### src/rtl/cell_slice_regs.svh
`ifndef CELL_SLICE_REGS_SVH
`define CELL_SLICE_REGS_SVH

// Byte offsets of the configuration words
`define REG_CTRL 8'h00
`define REG_GROUP 8'h04
`define REG_SETVAL 8'h08
`define REG_DSRC 8'h0C
`define REG_STATUS 8'h10

// Control word fields
`define CTRL_LSR_ASYNC 0
`define CTRL_CLK_INV 1
`define CTRL_LSR_PRIO 2
`define CTRL_LATCH 3
`define CTRL_GINIT_OFF 4
`define CTRL_CE_INV 5
`define CTRL_LSR_INV 6
`define CTRL_SEL_INV 7
`define CTRL_CFG_DONE 8
`define CTRL_NINTH_LO 9
`define CTRL_NINTH_HI 10
`define CTRL_WIDTH 11

// Group word: three bits per group, enable source then local set/clear use
`define GRP_STRIDE 3
`define GRP_CE_W 2
`define GRP_LSR_BIT 2
`define GRP_COUNT 3
`define GRP_NINTH 2

// Data source word: three bits per general element
`define DSRC_STRIDE 3

// Status word fields above the element outputs
`define STAT_GINIT 9
`define STAT_LSR 10

// Reset values
`define CTRL_RESET 11'h000
`define GROUP_RESET 9'h000
`define SETVAL_RESET 9'h000
`define DSRC_RESET 24'h000000
`define WORD_ZERO 32'h00000000

`endif

### src/rtl/cell_slice_pkg.sv
package cell_slice_pkg;

  // Data source of a general element
  typedef enum logic [2:0] {
    SRC_ZERO,
    SRC_ONE,
    SRC_LUT,
    SRC_DIRECT,
    SRC_FRONT_SEL,
    SRC_SPARE5,
    SRC_SPARE6,
    SRC_SPARE7
  } dsrc_t;

  // Clock enable source of a group
  typedef enum logic [1:0] {CE_NONE, CE_PRIMARY, CE_ALT, CE_SPARE} ce_src_t;

  // Data source of the ninth flop
  typedef enum logic [1:0] {N_ZERO, N_ONE, N_CARRY_IN, N_CARRY_OUT} ninth_src_t;

endpackage

### src/rtl/cell_register_slice.sv
// How it works
// RULE_01: Eight elements act as latches or flops together; polarity from clock inversion.
// RULE_02: Ninth element is always an edge flop without front-end selection.
// RULE_03: One shared cell clock, optionally inverted for all elements at once.
// RULE_04: General element data comes from its LUT bit or direct bit.
// RULE_05: Unused data source ties the input to constant one or zero, zero default.
// RULE_06: Front-end mode lets the choose input pick LUT or direct data.
// RULE_07: One cell setting makes local set/clear synchronous or asynchronous.
// RULE_08: Synchronous set/clear either needs the enable or overrides it.
// RULE_09: Enable source and set/clear use chosen per low half, high half, ninth.
// RULE_10: Enable only affects flops; disabled flop holds its value at an edge.
// RULE_11: Enable, set/clear and choose inputs each have configurable inversion.
// RULE_12: Without any set/clear, elements capture or pass data normally.
// RULE_13: Global init acts asynchronously, forcing every element to its value.
// RULE_14: Each element's own bit picks set or clear for global and local.
// RULE_15: A cell option blocks global init once configuration is complete.
// RULE_16: Ninth flop data is carry input, one, zero, or carry-out.
// RULE_17: Synchronous set/clear changes flops only at the active clock edge.
`timescale 1ns/100ps
`include "cell_slice_regs.svh"
module cell_register_slice #(
  parameter int GEN_COUNT = 8,
  parameter int ADDR_W = 8
) (
  // System
  input wire logic clk_i,
  input wire logic rst_i,
  // Wishbone slave
  input wire logic wb_cyc_i,
  input wire logic wb_stb_i,
  input wire logic wb_we_i,
  input wire logic [ADDR_W-1:0] wb_adr_i,
  input wire logic [3:0] wb_sel_i,
  input wire logic [31:0] wb_dat_i,
  output logic [31:0] wb_dat_o,
  output logic wb_ack_o,
  // Cell clock and controls
  input wire logic cell_clk_i,
  input wire logic clock_en_i,
  input wire logic alt_write_en_input_i,
  input wire logic local_set_clear_i,
  input wire logic front_sel_i,
  input wire logic global_init_n_i,
  // Cell data
  input wire logic [GEN_COUNT-1:0] lut_result_i,
  input wire logic [GEN_COUNT-1:0] direct_data_i,
  input wire logic carry_input_i,
  input wire logic carry_out_i,
  // Element outputs, ninth flop on top
  output logic [GEN_COUNT:0] q_o
);

  // ***************************************************************
  // Elaboration checks
  // ***************************************************************

  // Field packing leaves room for eight general elements in an even split
  generate
    if (GEN_COUNT != 8) begin : g_bad_count
      $error("cell_register_slice supports exactly eight general elements");
    end
    if (ADDR_W < 5) begin : g_bad_addr
      $error("cell_register_slice needs at least five address bits");
    end
    // Packed configuration fields must fit one bus word
    if (`GRP_COUNT * `GRP_STRIDE > 32) begin : g_bad_group
      $error("cell_register_slice group fields overflow the bus word");
    end
    if (GEN_COUNT * `DSRC_STRIDE > 32) begin : g_bad_dsrc
      $error("cell_register_slice source fields overflow the bus word");
    end
  endgenerate

  localparam int HALF = GEN_COUNT / 2;

  // ***************************************************************
  // Configuration registers
  // ***************************************************************

  logic [`CTRL_WIDTH-1:0] ctrl;
  logic [`GRP_COUNT*`GRP_STRIDE-1:0] group_cfg;
  logic [GEN_COUNT:0] set_val;
  logic [GEN_COUNT*`DSRC_STRIDE-1:0] dsrc_cfg;

  logic bus_req;
  logic bus_wr;
  logic [ADDR_W-1:0] reg_addr;
  logic [31:0] next_dat;
  logic hit_ctrl;
  logic hit_group;
  logic hit_setval;
  logic hit_dsrc;
  logic [31:0] ctrl_merged;
  logic [31:0] group_merged;
  logic [31:0] setval_merged;
  logic [31:0] dsrc_merged;

  // Byte lane merge of a write into an old word
  function automatic logic [31:0] merge_lanes(
    input logic [31:0] old_v,
    input logic [31:0] new_v,
    input logic [3:0] sel
  );
    logic [31:0] res;
    res = old_v;
    for (int b = 0; b < 4; b++) begin
      if (sel[b]) begin
        res[b*8 +: 8] = new_v[b*8 +: 8];
      end
    end
    return res;
  endfunction

  // A fresh request is one not yet answered
  assign bus_req = wb_cyc_i && wb_stb_i && !wb_ack_o;
  assign bus_wr = bus_req && wb_we_i;
  assign reg_addr = {wb_adr_i[ADDR_W-1:2], 2'b00};

  // Write strobes per word; status and unmapped addresses match none of them
  assign hit_ctrl = bus_wr && reg_addr == `REG_CTRL;
  assign hit_group = bus_wr && reg_addr == `REG_GROUP;
  assign hit_setval = bus_wr && reg_addr == `REG_SETVAL;
  assign hit_dsrc = bus_wr && reg_addr == `REG_DSRC;

  // Zero extension first, so the merge never sees bits above a narrow register
  assign ctrl_merged = merge_lanes(32'(ctrl), wb_dat_i, wb_sel_i);
  assign group_merged = merge_lanes(32'(group_cfg), wb_dat_i, wb_sel_i);
  assign setval_merged = merge_lanes(32'(set_val), wb_dat_i, wb_sel_i);
  assign dsrc_merged = merge_lanes(32'(dsrc_cfg), wb_dat_i, wb_sel_i);

  // Acknowledge one cycle after the request; it drops again in the next
  always_ff @(posedge clk_i) begin
    if (rst_i) begin
      wb_ack_o <= 1'b0;
    end else begin
      wb_ack_o <= bus_req;
    end
  end

  // Control word
  always_ff @(posedge clk_i) begin
    if (rst_i) begin
      ctrl <= `CTRL_RESET;
    end else if (hit_ctrl) begin
      ctrl <= ctrl_merged[`CTRL_WIDTH-1:0];
    end
  end

  // Per-group enable source and set/clear use
  always_ff @(posedge clk_i) begin
    if (rst_i) begin
      group_cfg <= `GROUP_RESET;
    end else if (hit_group) begin
      group_cfg <= group_merged[`GRP_COUNT*`GRP_STRIDE-1:0];
    end
  end

  // Per-element set or clear value
  always_ff @(posedge clk_i) begin
    if (rst_i) begin
      set_val <= `SETVAL_RESET;
    end else if (hit_setval) begin
      set_val <= setval_merged[GEN_COUNT:0];
    end
  end

  // Per-element data source
  always_ff @(posedge clk_i) begin
    if (rst_i) begin
      dsrc_cfg <= `DSRC_RESET;
    end else if (hit_dsrc) begin
      dsrc_cfg <= dsrc_merged[GEN_COUNT*`DSRC_STRIDE-1:0];
    end
  end

  // ***************************************************************
  // Cell clock and control polarity
  // ***************************************************************

  logic clk_prev;
  logic clk_inv;
  logic active_edge;
  logic latch_open;
  logic ce_primary;
  logic ce_alt;
  logic lsr_level;
  logic choose;
  logic ginit;

  // Previous sample of the cell clock, for edge detection
  always_ff @(posedge clk_i) begin
    if (rst_i) begin
      // Start from the pin's own level, so leaving reset never fakes an edge
      clk_prev <= cell_clk_i;
    end else begin
      clk_prev <= cell_clk_i;
    end
  end

  // Inversion swaps rising for falling edges and high for low transparency
  assign clk_inv = ctrl[`CTRL_CLK_INV];
  assign active_edge = clk_inv ? (clk_prev && !cell_clk_i) : (!clk_prev && cell_clk_i); // RULE_03
  assign latch_open = cell_clk_i ^ clk_inv; // RULE_03

  // Each control input may be made active low
  assign ce_primary = clock_en_i ^ ctrl[`CTRL_CE_INV]; // RULE_11
  assign ce_alt = alt_write_en_input_i ^ ctrl[`CTRL_CE_INV]; // RULE_11
  assign lsr_level = local_set_clear_i ^ ctrl[`CTRL_LSR_INV]; // RULE_11
  assign choose = front_sel_i ^ ctrl[`CTRL_SEL_INV]; // RULE_11

  // Global init is ignored once configuration is done and the cell opts out
  assign ginit = !global_init_n_i && !(ctrl[`CTRL_GINIT_OFF] && ctrl[`CTRL_CFG_DONE]); // RULE_15

  // ***************************************************************
  // Group enables and set/clear
  // ***************************************************************

  logic [`GRP_COUNT-1:0] grp_ce;
  logic [`GRP_COUNT-1:0] grp_lsr;

  // Low half, high half and ninth flop each pick their own sources
  generate
    for (genvar g = 0; g < `GRP_COUNT; g++) begin : g_group
      cell_slice_pkg::ce_src_t ce_src;
      assign ce_src = cell_slice_pkg::ce_src_t'(group_cfg[g*`GRP_STRIDE +: `GRP_CE_W]);
      // Missing enable means always enabled
      always_comb begin
        case (ce_src)
          cell_slice_pkg::CE_NONE: grp_ce[g] = 1'b1; // RULE_09
          cell_slice_pkg::CE_PRIMARY: grp_ce[g] = ce_primary; // RULE_09
          cell_slice_pkg::CE_ALT: grp_ce[g] = ce_alt; // RULE_09
          default: grp_ce[g] = 1'b1;
        endcase
      end
      assign grp_lsr[g] = lsr_level && group_cfg[g*`GRP_STRIDE+`GRP_LSR_BIT]; // RULE_09
    end
  endgenerate

  // ***************************************************************
  // General elements
  // ***************************************************************

  logic [GEN_COUNT-1:0] gen_d;

  generate
    for (genvar i = 0; i < GEN_COUNT; i++) begin : g_elem
      localparam int GRP = (i < HALF) ? 0 : 1;

      data_select u_sel (
        .src_i(cell_slice_pkg::dsrc_t'(dsrc_cfg[i*`DSRC_STRIDE +: `DSRC_STRIDE])),
        .lut_i(lut_result_i[i]),
        .direct_i(direct_data_i[i]),
        .choose_i(choose),
        .d_o(gen_d[i])
      );

      // Latch or flop choice is common to all eight
      storage_element u_elem (
        .clk_i(clk_i),
        .rst_i(rst_i),
        .latch_mode_i(ctrl[`CTRL_LATCH]),
        .edge_i(active_edge),
        .open_i(latch_open),
        .d_i(gen_d[i]),
        .ce_i(grp_ce[GRP]),
        .lsr_i(grp_lsr[GRP]),
        .lsr_async_i(ctrl[`CTRL_LSR_ASYNC]),
        .lsr_prio_i(ctrl[`CTRL_LSR_PRIO]),
        .ginit_i(ginit),
        .set_val_i(set_val[i]),
        .q_o(q_o[i])
      ); // RULE_01
    end
  endgenerate

  // ***************************************************************
  // Ninth flop
  // ***************************************************************

  cell_slice_pkg::ninth_src_t ninth_src;
  logic ninth_d;

  assign ninth_src = cell_slice_pkg::ninth_src_t'(ctrl[`CTRL_NINTH_HI:`CTRL_NINTH_LO]);

  // Limited source set; carry-out is meaningful in ripple and half-logic use
  always_comb begin
    case (ninth_src)
      cell_slice_pkg::N_ZERO: ninth_d = 1'b0; // RULE_16
      cell_slice_pkg::N_ONE: ninth_d = 1'b1; // RULE_16
      cell_slice_pkg::N_CARRY_IN: ninth_d = carry_input_i; // RULE_16
      cell_slice_pkg::N_CARRY_OUT: ninth_d = carry_out_i; // RULE_16
      default: ninth_d = 1'b0;
    endcase
  end

  // Never a latch, whatever the common mode says
  storage_element u_ninth (
    .clk_i(clk_i),
    .rst_i(rst_i),
    .latch_mode_i(1'b0),
    .edge_i(active_edge),
    .open_i(1'b0),
    .d_i(ninth_d),
    .ce_i(grp_ce[`GRP_NINTH]),
    .lsr_i(grp_lsr[`GRP_NINTH]),
    .lsr_async_i(ctrl[`CTRL_LSR_ASYNC]),
    .lsr_prio_i(ctrl[`CTRL_LSR_PRIO]),
    .ginit_i(ginit),
    .set_val_i(set_val[GEN_COUNT]),
    .q_o(q_o[GEN_COUNT])
  ); // RULE_02

  // ***************************************************************
  // Read path
  // ***************************************************************

  // Unmapped addresses read as zero; the write side ignores them
  always_comb begin
    next_dat = `WORD_ZERO;
    case (reg_addr)
      `REG_CTRL: next_dat[`CTRL_WIDTH-1:0] = ctrl;
      `REG_GROUP: next_dat[`GRP_COUNT*`GRP_STRIDE-1:0] = group_cfg;
      `REG_SETVAL: next_dat[GEN_COUNT:0] = set_val;
      `REG_DSRC: next_dat[GEN_COUNT*`DSRC_STRIDE-1:0] = dsrc_cfg;
      `REG_STATUS: begin
        next_dat[GEN_COUNT:0] = q_o;
        next_dat[`STAT_GINIT] = ginit;
        next_dat[`STAT_LSR] = lsr_level;
      end
      default: next_dat = `WORD_ZERO;
    endcase
  end

  // Read data is registered with the acknowledge
  always_ff @(posedge clk_i) begin
    if (rst_i) begin
      wb_dat_o <= `WORD_ZERO;
    end else if (bus_req && !wb_we_i) begin
      wb_dat_o <= next_dat;
    end
  end

endmodule // cell_register_slice

### src/rtl/data_select.sv
`timescale 1ns/100ps
module data_select (
  // Configuration
  input wire cell_slice_pkg::dsrc_t src_i,
  // Candidate data
  input wire logic lut_i,
  input wire logic direct_i,
  input wire logic choose_i,
  // Chosen data
  output logic d_o
);

  // Source mux; spare codes fall back to the constant zero default
  always_comb begin
    case (src_i)
      cell_slice_pkg::SRC_ZERO: d_o = 1'b0; // RULE_05
      cell_slice_pkg::SRC_ONE: d_o = 1'b1; // RULE_05
      cell_slice_pkg::SRC_LUT: d_o = lut_i; // RULE_04
      cell_slice_pkg::SRC_DIRECT: d_o = direct_i; // RULE_04
      cell_slice_pkg::SRC_FRONT_SEL: d_o = choose_i ? direct_i : lut_i; // RULE_06
      default: d_o = 1'b0;
    endcase
  end

endmodule // data_select

### src/rtl/storage_element.sv
`timescale 1ns/100ps
module storage_element (
  // System
  input wire logic clk_i,
  input wire logic rst_i,
  // Mode and timing
  input wire logic latch_mode_i,
  input wire logic edge_i,
  input wire logic open_i,
  // Data and controls, polarity already resolved
  input wire logic d_i,
  input wire logic ce_i,
  input wire logic lsr_i,
  input wire logic lsr_async_i,
  input wire logic lsr_prio_i,
  input wire logic ginit_i,
  input wire logic set_val_i,
  // State
  output logic q_o
);

  // One bit of storage; global init outranks local set/clear, which outranks data
  always_ff @(posedge clk_i) begin
    if (rst_i) begin
      q_o <= 1'b0;
    end else if (ginit_i) begin
      q_o <= set_val_i; // RULE_13 RULE_14
    end else if (lsr_i && lsr_async_i) begin
      q_o <= set_val_i; // RULE_07 RULE_14
    end else if (latch_mode_i) begin
      // Transparent latch: no enable, follows data while open
      if (open_i) begin
        q_o <= lsr_i ? set_val_i : d_i; // RULE_01 RULE_12
      end
    end else if (edge_i) begin
      if (lsr_i && (lsr_prio_i || ce_i)) begin
        q_o <= set_val_i; // RULE_08 RULE_17
      end else if (ce_i) begin
        q_o <= d_i; // RULE_10 RULE_12
      end
    end
  end

endmodule // storage_element

### config.mk
export PLATFORM = sky130hd
export DESIGN_NAME = cell_register_slice
export DESIGN_NICKNAME = d
export VERILOG_FILES = /design/src/rtl/cell_slice_pkg.sv /design/src/rtl/cell_register_slice.sv /design/src/rtl/data_select.sv /design/src/rtl/storage_element.sv
export VERILOG_INCLUDE_DIRS = /design/src /design/src/rtl
export SDC_FILE = /design/constraint.sdc
export NUM_CORES = 1
export LEC_CHECK = 0
export ABC_AREA = 0
export BUFFER_PORTS_ARGS = -buffer_cell sky130_fd_sc_hd__buf_4
export CORE_ASPECT_RATIO = 1.25
export CORE_MARGIN = 5
export CORE_UTILIZATION = 48
export CTS_CLUSTER_SIZE = 14
export DETAILED_ROUTE_END_ITERATION = 10
export PLACE_DENSITY = 0.76
export SETUP_SLACK_MARGIN = 0.4
export SLEW_MARGIN = 5
export SYNTH_ARGS = -nofsm -noshare
export SYNTH_HDL_FRONTEND = slang
export SYNTH_SLANG_ARGS = --single-unit
### constraint.sdc
create_clock -name clk_i -period 2 [get_ports clk_i]
set_input_delay 0.1 -clock clk_i [delete_from_list [all_inputs] [get_ports clk_i]]
set_output_delay 0.1 -clock clk_i [all_outputs]
set_load 0.005 [all_outputs]
==> results.md, run 1 <==
* Wire per inst at 18.3 um
* Mean Syn Cell Area at 7.92 um2
* Slew headroom at 64.4%
* CTS Root Buffer Type: clkbuf_16
* Met1 WL at 5330 um
* Detailed Place HPWL at 10,900 um
* Starting Density at 49.5%
* Die height at 119 um
* Yosys warning count at 0
* Crit path capture type: flop
* Initial antenna violation count at 0
* Hold depth at 3
* Commonest cells in the netlist: 92 x nand2_1, 88 x dfxtp_1, 82 x a21oi_1
* Via Count at 4,682
* Clock Latency Late Sink at 0.34 ns
* Drt pass-1 iters at 5
* Setup Skew at 0.00826 ns
* Area contributors post-synth: dfxtp_1 39%, a21oi_1 9.0%, nand2_1 7.6%
* CTS max path bufs at 2
* Ys flop type: dfxtp_1
* DR vias/cell at 5.81
* CTS buffer count at 9
* CTS tree: yes
* Worst Path Arrival at 2.32 ns
* Largest net degree at the start of global routing at 45
* Critical Path Slowest Stage Cell: dfxtp_4
* DIE AREA at 0.0116 mm2
* FF+latch count, synth at 88
* Crit share post-route at 105%
* Antenna Nets Post-Route at 0
* Core Util, Final at 65.7%
* Global-route wire length before repair at 23,400 um
* Yosys top cell area share at 38.6%
* Die X at 97.2 um
* Ys async rst share at 0%
* Synth area leader: dfxtp_1
* WP buf/inv at 2
* Peak Freq at 476 MHz
* Synth Cell Area at 0.00456 mm2
* CP delay by family, top: multiplexers
* Critical Path RT at 2.22 ns
* Detail Route met2 WL at 7600 um
* Share of layout cells above drive strength 1 at 30.6%
* CTS sink count at 88
* Slew @ Worst Pin at 0.533 ns
* Final worst slack at -0.101 ns
* Yosys cell types at 51
* Vias in the first global route at 4,682
* Core Area at 0.00922 mm2
* Synth-to-Final Area Change at 32.7%
* Clock slew at reported path FFs at 0.06 ns
* Htree depth at 3
* Flop2flop setup slack at -0.10 ns
* Critical Path, Cell by Cell: inv_2 -> ha_4 -> nor3b_4 -> a21oi_2 -> o32ai_2 -> buf_4 -> mux2_4 -> mux2i_1 -> nor2_1
* Post-synth EDFFs at 0
* RSZ-0062 raised after global routing: true
* Residual DRC at 0
* Total Nets Final at 759
* Minimum clock period at 2.10 ns
* Setup CP Type: flop to flop
* Maximum vdd drop at 0.462 mV
* Ports at 115
* Syn Inst Count at 576
* N_diodes at 0
* CP startpoint kind: flop
* Final Cell Area at 0.00606 mm2
* Largest stage delay, worst path at 0.37 ns
* Setup_tns at -0.367 ns
* Most frequent cell after synthesis: nand2_1
* Hold Crit Class: input port to flop
* Setup Viol. Count Final at 4
* Final hold viol count at 0
* FF-to-FF path depth at 9
* PortBufs at 95
* GRT Residual Overflow at 0
* Leak Pwr at 2.32 nW
* Pwr dens at 622 mW/mm2
* Status: finished with violations
* Gr usage total at 25.0%
* CP Depth at 9
* Routability congestion estimate from global placement at 0.917
* Rows at 39
* Max cap viols at 0
* Initial DRC Count at 297
* Seq/Total Area, Yosys at 38.6%
* Max FO, Critical Path at 4
* WL final at 14,800 um
* Failing checks: setup timing
* Placed inst area at 0.00556 mm2
* Max layer used: met4
* Max Transition Viols Final at 0
* Met3 WL post-DR at 1020 um
[layout by cell type, fill, tap and decap left out, types with 9 or more instances in the layout]
cell type	synthesis	final
dfxtp_1	88	80
a21oi_1	82	79
buf_4	18	132
nand3_1	69	68
mux2i_1	26	26
nor3_1	10	9
clkbuf_16	0	9
o211ai_1	10	10
nor2_1	41	40
nand2_1	92	91
[metal layers]
| layer | GRT usage (%) | up-vias |
|---|---|---|
| li1 | - | 2219 |
| met5 | 0 | - |
| met1 | 26.0 | 2184 |
| met4 | 15.1 | 0 |
| met3 | 5.73 | 60 |
| met2 | 45.4 | 219 |
[state kept, by name (all words and copies together), names as in the netlist]
register	count
wb_dat_o	24
u_ninth.q_o	1
clk_prev	1
wb_ack_o	1
dsrc_cfg	24
g_elem.u_elem.q_o	8
ctrl	11
group_cfg	9
set_val	9
[path summary, 6_finish.rpt]
| kind | from | to |
|---|---|---|
| max | group_cfg[0]$_SDFFE_PP0P_ | g_elem[0].u_elem.q_o$_SDFFE_PP0P_ |
| min | wb_dat_i[18] | dsrc_cfg[18]$_SDFFE_PP0P_ |
| max reg2reg | group_cfg[0]$_SDFFE_PP0P_ | g_elem[0].u_elem.q_o$_SDFFE_PP0P_ |
| min reg2reg | wb_dat_o[11]$_SDFFE_PP0P_ | wb_dat_o[11]$_SDFFE_PP0P_ |
[kinds of logic after synthesis]
group | count (synthesis) | synth area share [%]
AOI/OAI and AO/OA | 143 | 19.7
xor gates and xnor gates | 3 | 0.987
adders and majority gates | 6 | 1.64
buffers and inverters | 63 | 7.51
DFF | 88 | 38.6
muxes | 32 | 7.18
other | 1 | 0.0822
and+or+nand+nor | 240 | 24.3
[timing repair]
action	in CTS	in global routing
hold buffers	1	0
buffers inserted	4	2
endpoints found under the hold margin	1	0
resized for setup	32	9
endpoints found under the setup margin	20	39
pin swaps	14	9
[report_power, final]
part           internal, W  switching, W  total, W  leakage (nW)
Combinational     0.000182      0.000203  0.000385          1.47
Clock             0.000949      0.000660   0.00161         0.134
Sequential         0.00176     0.0000126   0.00178         0.716
Total              0.00289      0.000876   0.00377          2.32
[worst reg2reg max path, stage by stage (launching register included)]
cell and delay [ns]:
dfxtp_4 0.37, inv_2 0.04, ha_4 0.24, nor3b_4 0.24, a21oi_2 0.10, o32ai_2 0.29, buf_4 0.20, mux2_4 0.31
mux2i_1 0.14, nor2_1 0.05
[layout make-up]
type	instances	area [um2]
multi-input cells	432	2730
well taps	123	154
inverters	11	41.3
repair buffers	138	1070
clock inverters	4	47.5
flip-flops and latches	88	1780
clock buffers	10	229
fillers	760	3160
[through the flow]
step / setup WS [ns] / cells / hold slack (ns) / power (W)
after global routing: -0.182 / 806 / 0.0185 / 0.00390
after global placement: -0.102 / 785 / 0.224 / 0.00218
final: -0.101 / 806 / 0.0220 / 0.00377
after CTS: -0.128 / 804 / 0.0148 / 0.00379
after detailed placement: -0.178 / 785 / 0.226 / 0.00219
after floorplan: -0.0232 / 583 / 0.128 / 0.00199
(Power assumes the default switching activity.)
==> run 2, diff against run 1 <==
CAP_MARGIN = 5   (was default)
CORE_UTILIZATION = 38   (was 48)
PLACE_DENSITY = 0.63   (was 0.76)
SKIP_LAST_GASP = 1   (was default)
==> run 2 against run 1 <==
Compared with the run above:
- the flow still finishes with violations (setup timing)
- worst setup slack got worse by 0.018 ns
- fmax fell by 0.85%
- combinational power hardly changed
- worst hold slack worse by 0.013 ns
- global-route usage down 3.6 points
- register-to-register slack lost 0.02 ns
- wire length is 2.1% higher
- clock skew increased by 0.0011 ns
- total power grew 8.1%
- die area is 24% higher
- sequential share of layout area fell by 0.19 points
- clock-buffer cell count decreased by 1
==> results.md, run 2 (synthesis gave the netlist of run 1 again) <==
* Status: finished with violations
* Failing checks: setup timing
* Setup Skew at 0.00935 ns
* Via Count at 4,643
* Drt pass-1 iters at 4
* DR vias/cell at 5.51
* Max Transition Viols Final at 0
* Filler instances at 1,130
* Power Internal at 0.00316 W
* Core Area at 0.0117 mm2
* Critical Path, Cell by Cell: inv_2 -> ha_4 -> a221oi_2 -> a31oi_1 -> or4_4 -> a21oi_2 -> mux2i_1 -> a211oi_2
* Largest stage delay, worst path at 0.54 ns
* Routability congestion estimate from global placement at 0.891
* Htree depth at 3
* Residual DRC at 0
* CTS max path bufs at 2
* NetSw at 0.000915 W
* Setup Viol. Count Final at 5
* Initial antenna violation count at 0
* Detailed Place HPWL at 11,400 um
* Setup crit start: group_cfg[7]$_SDFFE_PP0P_
* Total Power at 0.00407 W
* Gr usage total at 21.4%
* Slew headroom at 53.6%
* Max FO, Critical Path at 4
* Synth-to-Final Area Change at 33.2%
* Worst reg2reg path endpoint: u_ninth.q_o$_SDFFE_PP0P_
* Placed inst area at 0.00558 mm2
* CTS Root Buffer Type: clkbuf_16
* Final worst slack at -0.119 ns
* Sequential Power Share at 43.7%
* CP startpoint kind: flop
* Die X at 108 um
* CTS buffer count at 9
* CTS sink count at 88
* Min-Delay Startpoint: wb_dat_i[9]
* Critical Path RT at 2.22 ns
* Setup_tns at -0.274 ns
* CTS tree: yes
* Commonest non-fill, non-tap cells in the layout: 131 x buf_4, 92 x nand2_1, 80 x dfxtp_1
* Crit share post-route at 106%
* Ports at 115
* FF-to-FF path depth at 8
* GRT Residual Overflow at 0
* Slew @ Worst Pin at 0.693 ns
* Peak Freq at 472 MHz
* Rows at 44
* Flop2flop setup slack at -0.12 ns
* Setup CP Type: flop to flop
* WL final at 15,100 um
* Reg-to-reg startpoint: group_cfg[7]$_SDFFE_PP0P_
* Crit path capture type: flop
* Clock power share at 46.9%
* N_diodes at 0
* Worst Hold Endpoint: ctrl[9]$_SDFFE_PP0P_
* Final hold viol count at 0
* Clock slew at reported path FFs at 0.07 ns
* Sw Ratio at 22.5%
* Final Cell Area at 0.00608 mm2
* Largest net degree at the start of global routing at 59
* Max cap viols at 0
* Worst Path Arrival at 2.34 ns
* PortBufs at 95
* Commonest non-fill, non-tap cell in the layout: buf_4
* Share of layout cells above drive strength 1 at 29.5%
* Maximum vdd drop at 0.532 mV
* Total Nets Final at 756
* Hold Crit Class: input port to flop
* Pwr dens at 670 mW/mm2
* Largest regs: dsrc_cfg x24, wb_dat_o x24, ctrl x11
* Clock Latency Late Sink at 0.35 ns
* Minimum clock period at 2.12 ns
* Starting Density at 39.1%
* Hold Slack at 0.00885 ns
* Antenna Nets Post-Route at 0
* Combinational Power Share at 9.4%
* Hold depth at 3
* DIE AREA at 0.0143 mm2
* WP buf/inv at 1
* Wire per inst at 17.9 um
* Critical Path Slowest Stage Cell: or4_4
* Vias in the first global route at 4,609
* Global-route wire length before repair at 24,200 um
* Place WS at -0.157 ns
* Initial DRC Count at 203
* Die height at 133 um
* CP delay by family, top: compound AO/OA/AOI/OAI gates
* RSZ-0062 raised after global routing: true
* Leak Pwr at 2.32 nW
-- run 2: worst max path at each step --
stage / to / cells after the start
2_1_floorplan: g_elem[0].u_elem.q_o$_SDFFE_PP0P_ / 8
6_report: u_ninth.q_o$_SDFFE_PP0P_ / 8
4_1_cts: g_elem[0].u_elem.q_o$_SDFFE_PP0P_ / 9
3_3_place_gp: g_elem[0].u_elem.q_o$_SDFFE_PP0P_ / 9
5_1_grt: g_elem[1].u_elem.q_o$_SDFFE_PP0P_ / 9
3_5_place_dp: g_elem[0].u_elem.q_o$_SDFFE_PP0P_ / 9
-- run 2: metrics by stage --
step | utilization [%] | cells
after CTS | 51.5 | 840
final | 52.1 | 842
after detailed placement | 47.8 | 821
after global placement | 47.8 | 821
after floorplan | - | 583
after global routing | 52.1 | 842
-- run 2: metal layers --
layer | GRT usage [%] | up-vias | part of all wire, %
met1 | 25.7 | 2202 | 38
met5 | 0 | - | 0
met2 | 37.2 | 181 | 52
met4 | 8.07 | 0 | 3.0
li1 | - | 2227 | -
met3 | 4.53 | 33 | 7.1
-- run 2: layout make-up --
| type | instances | area, um2 | area share [%] |
|---|---|---|---|
| timing repair buffer | 135 | 1040 | 17.0 |
| multi-input combinational | 432 | 2690 | 44.2 |
| tap | 161 | 201 | 3.31 |
| clock buffer | 9 | 225 | 3.70 |
| clock inverter | 6 | 109 | 1.79 |
| sequential | 88 | 1780 | 29.3 |
| inverter | 11 | 41.3 | 0.679 |
-- run 2: worst reg2reg max path, delay by kind of cell, from the launching register on --
kind | cells | cell delay [ns]
flip-flops | 1 | 0.36
adder cells (fa/ha/maj) | 1 | 0.16
multiplexers | 1 | 0.25
buffers and inverters | 1 | 0.05
AND/OR/NAND/NOR | 1 | 0.54
AO/OA/AOI/OAI | 4 | 0.62
-- run 2: power by group through the flow --
stage	registers [W]	clock network (W)	logic (W)
finish	0.00178	0.00191	0.000383
global route	0.00178	0.00200	0.000415
CTS	0.00178	0.00193	0.000379
detailed placement	0.00182	0	0.000369
global placement	0.00182	0	0.000364
floorplan	0.00182	0	0.000172
-- run 2: timing repair --
item                                    in CTS  in global routing
gates cloned                                 0                  0
buffers inserted                             3                  2
pin swaps                                    5                  9
endpoints found under the setup margin      17                 28
hold buffers                                 1                  0
gates resized for setup                     16                 14
endpoints found under the hold margin        1                  0
==> run 3, diff against run 2 <==
MAX_ROUTING_LAYER = met4   (was default)
==> run 3 against run 2 <==
Compared with the run above:
- largest cell class unchanged
- clock skew is 0.0011 ns higher
- first-iteration DRC count is 18% higher
- clock-buffer cell count stayed put
- clock power hardly changed
- non-clock buffer count stayed put
- fmax is 0.17% lower
- core utilization stayed put
- the flow still finishes with violations (setup timing)
- final cell count stayed put
- critical path depth stayed put
- design area stayed put
==> results.md, run 3 (synthesis gave the netlist of run 1 again) <==
* Setup Viol. Count Final at 5
* Met3 WL post-DR at 905 um
* Total Nets Final at 756
* GRT Residual Overflow at 0
* Rows at 44
* Commonest non-fill, non-tap cell in the layout: buf_4
* WL final at 15,000 um
* Max FO, Critical Path at 4
* DR vias/cell at 5.49
* Die height at 133 um
* Footprint of the multi-input gates at 0.00269 mm2
* CTS sink count at 88
* Antenna Nets Post-Route at 0
* NetSw at 0.000909 W
* CTS tree: yes
* Status: finished with violations
* Power Internal at 0.00316 W
* Detailed Place HPWL at 11,400 um
* Peak Freq at 471 MHz
* Minimum clock period at 2.12 ns
* Core Util, Final at 52.1%
* Final worst slack at -0.123 ns
* Hold Crit Class: input port to flop
* DIE AREA at 0.0143 mm2
* Largest regs: dsrc_cfg x24, wb_dat_o x24, ctrl x11
* Critical Path RT at 2.22 ns
* FF-to-FF path depth at 8
* Setup Skew at 0.0104 ns
* Clock slew at reported path FFs at 0.07 ns
* Maximum vdd drop at 0.526 mV
* Register area at 0.00178 mm2
* CP startpoint kind: flop
* Clock power share at 46.9%
* Drt pass-1 iters at 4
* CTS buffer count at 9
* Clock Latency Late Sink at 0.35 ns
* Core Area at 0.0117 mm2
* Global-route wire length before repair at 24,200 um
* Max layer used: met4
* Flop2flop setup slack at -0.12 ns
* Worst reg2reg path endpoint: u_ninth.q_o$_SDFFE_PP0P_
* Final Cell Area at 0.00608 mm2
* N_diodes at 0
* Placed inst area at 0.00558 mm2
* Die X at 108 um
* Met1 WL at 5860 um
* Vias in the first global route at 4,622
* CTS max path bufs at 2
* Wire per inst at 17.9 um
* Initial antenna violation count at 0
* CP Capture Point: u_ninth.q_o$_SDFFE_PP0P_
* CTS Root Buffer Type: clkbuf_16
* Crit share post-route at 106%
* Slew @ Worst Pin at 0.669 ns
* Htree depth at 3
* Sw Ratio at 22.3%
* RSZ-0062 raised after global routing: true
* Slew headroom at 55.2%
* Setup CP Type: flop to flop
* Via Count at 4,619
* Gr usage total at 22.0%
* PortBufs at 95
* Starting Density at 39.1%
* Combinational Power Share at 9.4%
* Filler instances at 1,130
* Detail Route met2 WL at 7790 um
* Ports at 115
* Place WS at -0.157 ns
* Share of layout cells above drive strength 1 at 29.5%
* Final hold viol count at 0
* Sequential Power Share at 43.7%
* Reg-to-reg startpoint: group_cfg[7]$_SDFFE_PP0P_
* Initial DRC Count at 239
* Leak Pwr at 2.32 nW
* Max cap viols at 0
* Residual DRC at 0
* Worst Path Arrival at 2.34 ns
* Pwr dens at 669 mW/mm2
* Commonest non-fill, non-tap cells in the layout: 131 x buf_4, 92 x nand2_1, 80 x dfxtp_1
* Largest net degree at the start of global routing at 59
* Setup crit start: group_cfg[7]$_SDFFE_PP0P_
* Failing checks: setup timing
* Max Transition Viols Final at 0
* Routability congestion estimate from global placement at 0.906
* Crit path capture type: flop
* Synth-to-Final Area Change at 33.2%
run 3: per-stage QoR:
stage	hold WS (ns)	setup TNS, ns	power (W)	std cells
global route	0.0150	-1.10	0.00419	842
finish	0.0116	-0.320	0.00407	842
detailed placement	0.223	-0.566	0.00219	821
floorplan	0.128	-0.0929	0.00199	583
global placement	0.220	-0.344	0.00219	821
CTS	0.00184	-0.285	0.00409	840
run 3: cell type report:
| cell class | instances | share of cell area (%) |
|---|---|---|
| inverters | 11 | 0.679 |
| multi-input cells | 432 | 44.2 |
| well taps | 161 | 3.31 |
| clock buffers | 9 | 3.70 |
| repair buffers | 135 | 17.0 |
| clock inverters | 6 | 1.79 |
| flip-flops and latches | 88 | 29.3 |
run 3: metal layers:
| layer | up-vias | GRT usage [%] |
|---|---|---|
| li1 | 2222 | - |
| met1 | 2201 | 25.7 |
| met2 | 159 | 37.2 |
| met3 | 37 | 4.39 |
| met4 | 0 | 8.07 |
| met5 | - | - |
run 3: repair_timing:
item                                   4_1_cts  5_1_grt
endpoints found under the hold margin        1        0
pin swaps                                    5        9
gates resized for setup                     16       14
buffers inserted                             3        2
setup endpoints to repair                   17       25
hold buffers                                 1        0
run 3: how the worst min path moves through the flow:
stage                       startpoint                     to  slack (ns)  cells after the start
after global routing      wb_dat_i[10]  ctrl[10]$_SDFFE_PP0P_        0.01                      3
after global placement      cell_clk_i       clk_prev$_DFF_P_        0.22                      1
final                      wb_dat_i[9]   ctrl[9]$_SDFFE_PP0P_        0.01                      3
after detailed placement    cell_clk_i       clk_prev$_DFF_P_        0.22                      1
after CTS                 wb_dat_i[10]  ctrl[10]$_SDFFE_PP0P_       0.002                      3
after floorplan             cell_clk_i       clk_prev$_DFF_P_        0.13                      0
run 3: critical path, cell delays in order (launching register included):
cell and delay (ns):
dfxtp_2 0.36, inv_2 0.05, ha_4 0.16, a221oi_2 0.27
a31oi_1 0.11, or4_4 0.54, a21oi_2 0.16, mux2i_1 0.25
a211oi_2 0.09
run 3: power groups by stage:
stage	Sequential (W)	Clock, W	Combinational, W
final	0.00178	0.00191	0.000383
after global routing	0.00178	0.00200	0.000415
after floorplan	0.00182	0	0.000172
after CTS	0.00178	0.00193	0.000379
after detailed placement	0.00182	0	0.000369
after global placement	0.00182	0	0.000364
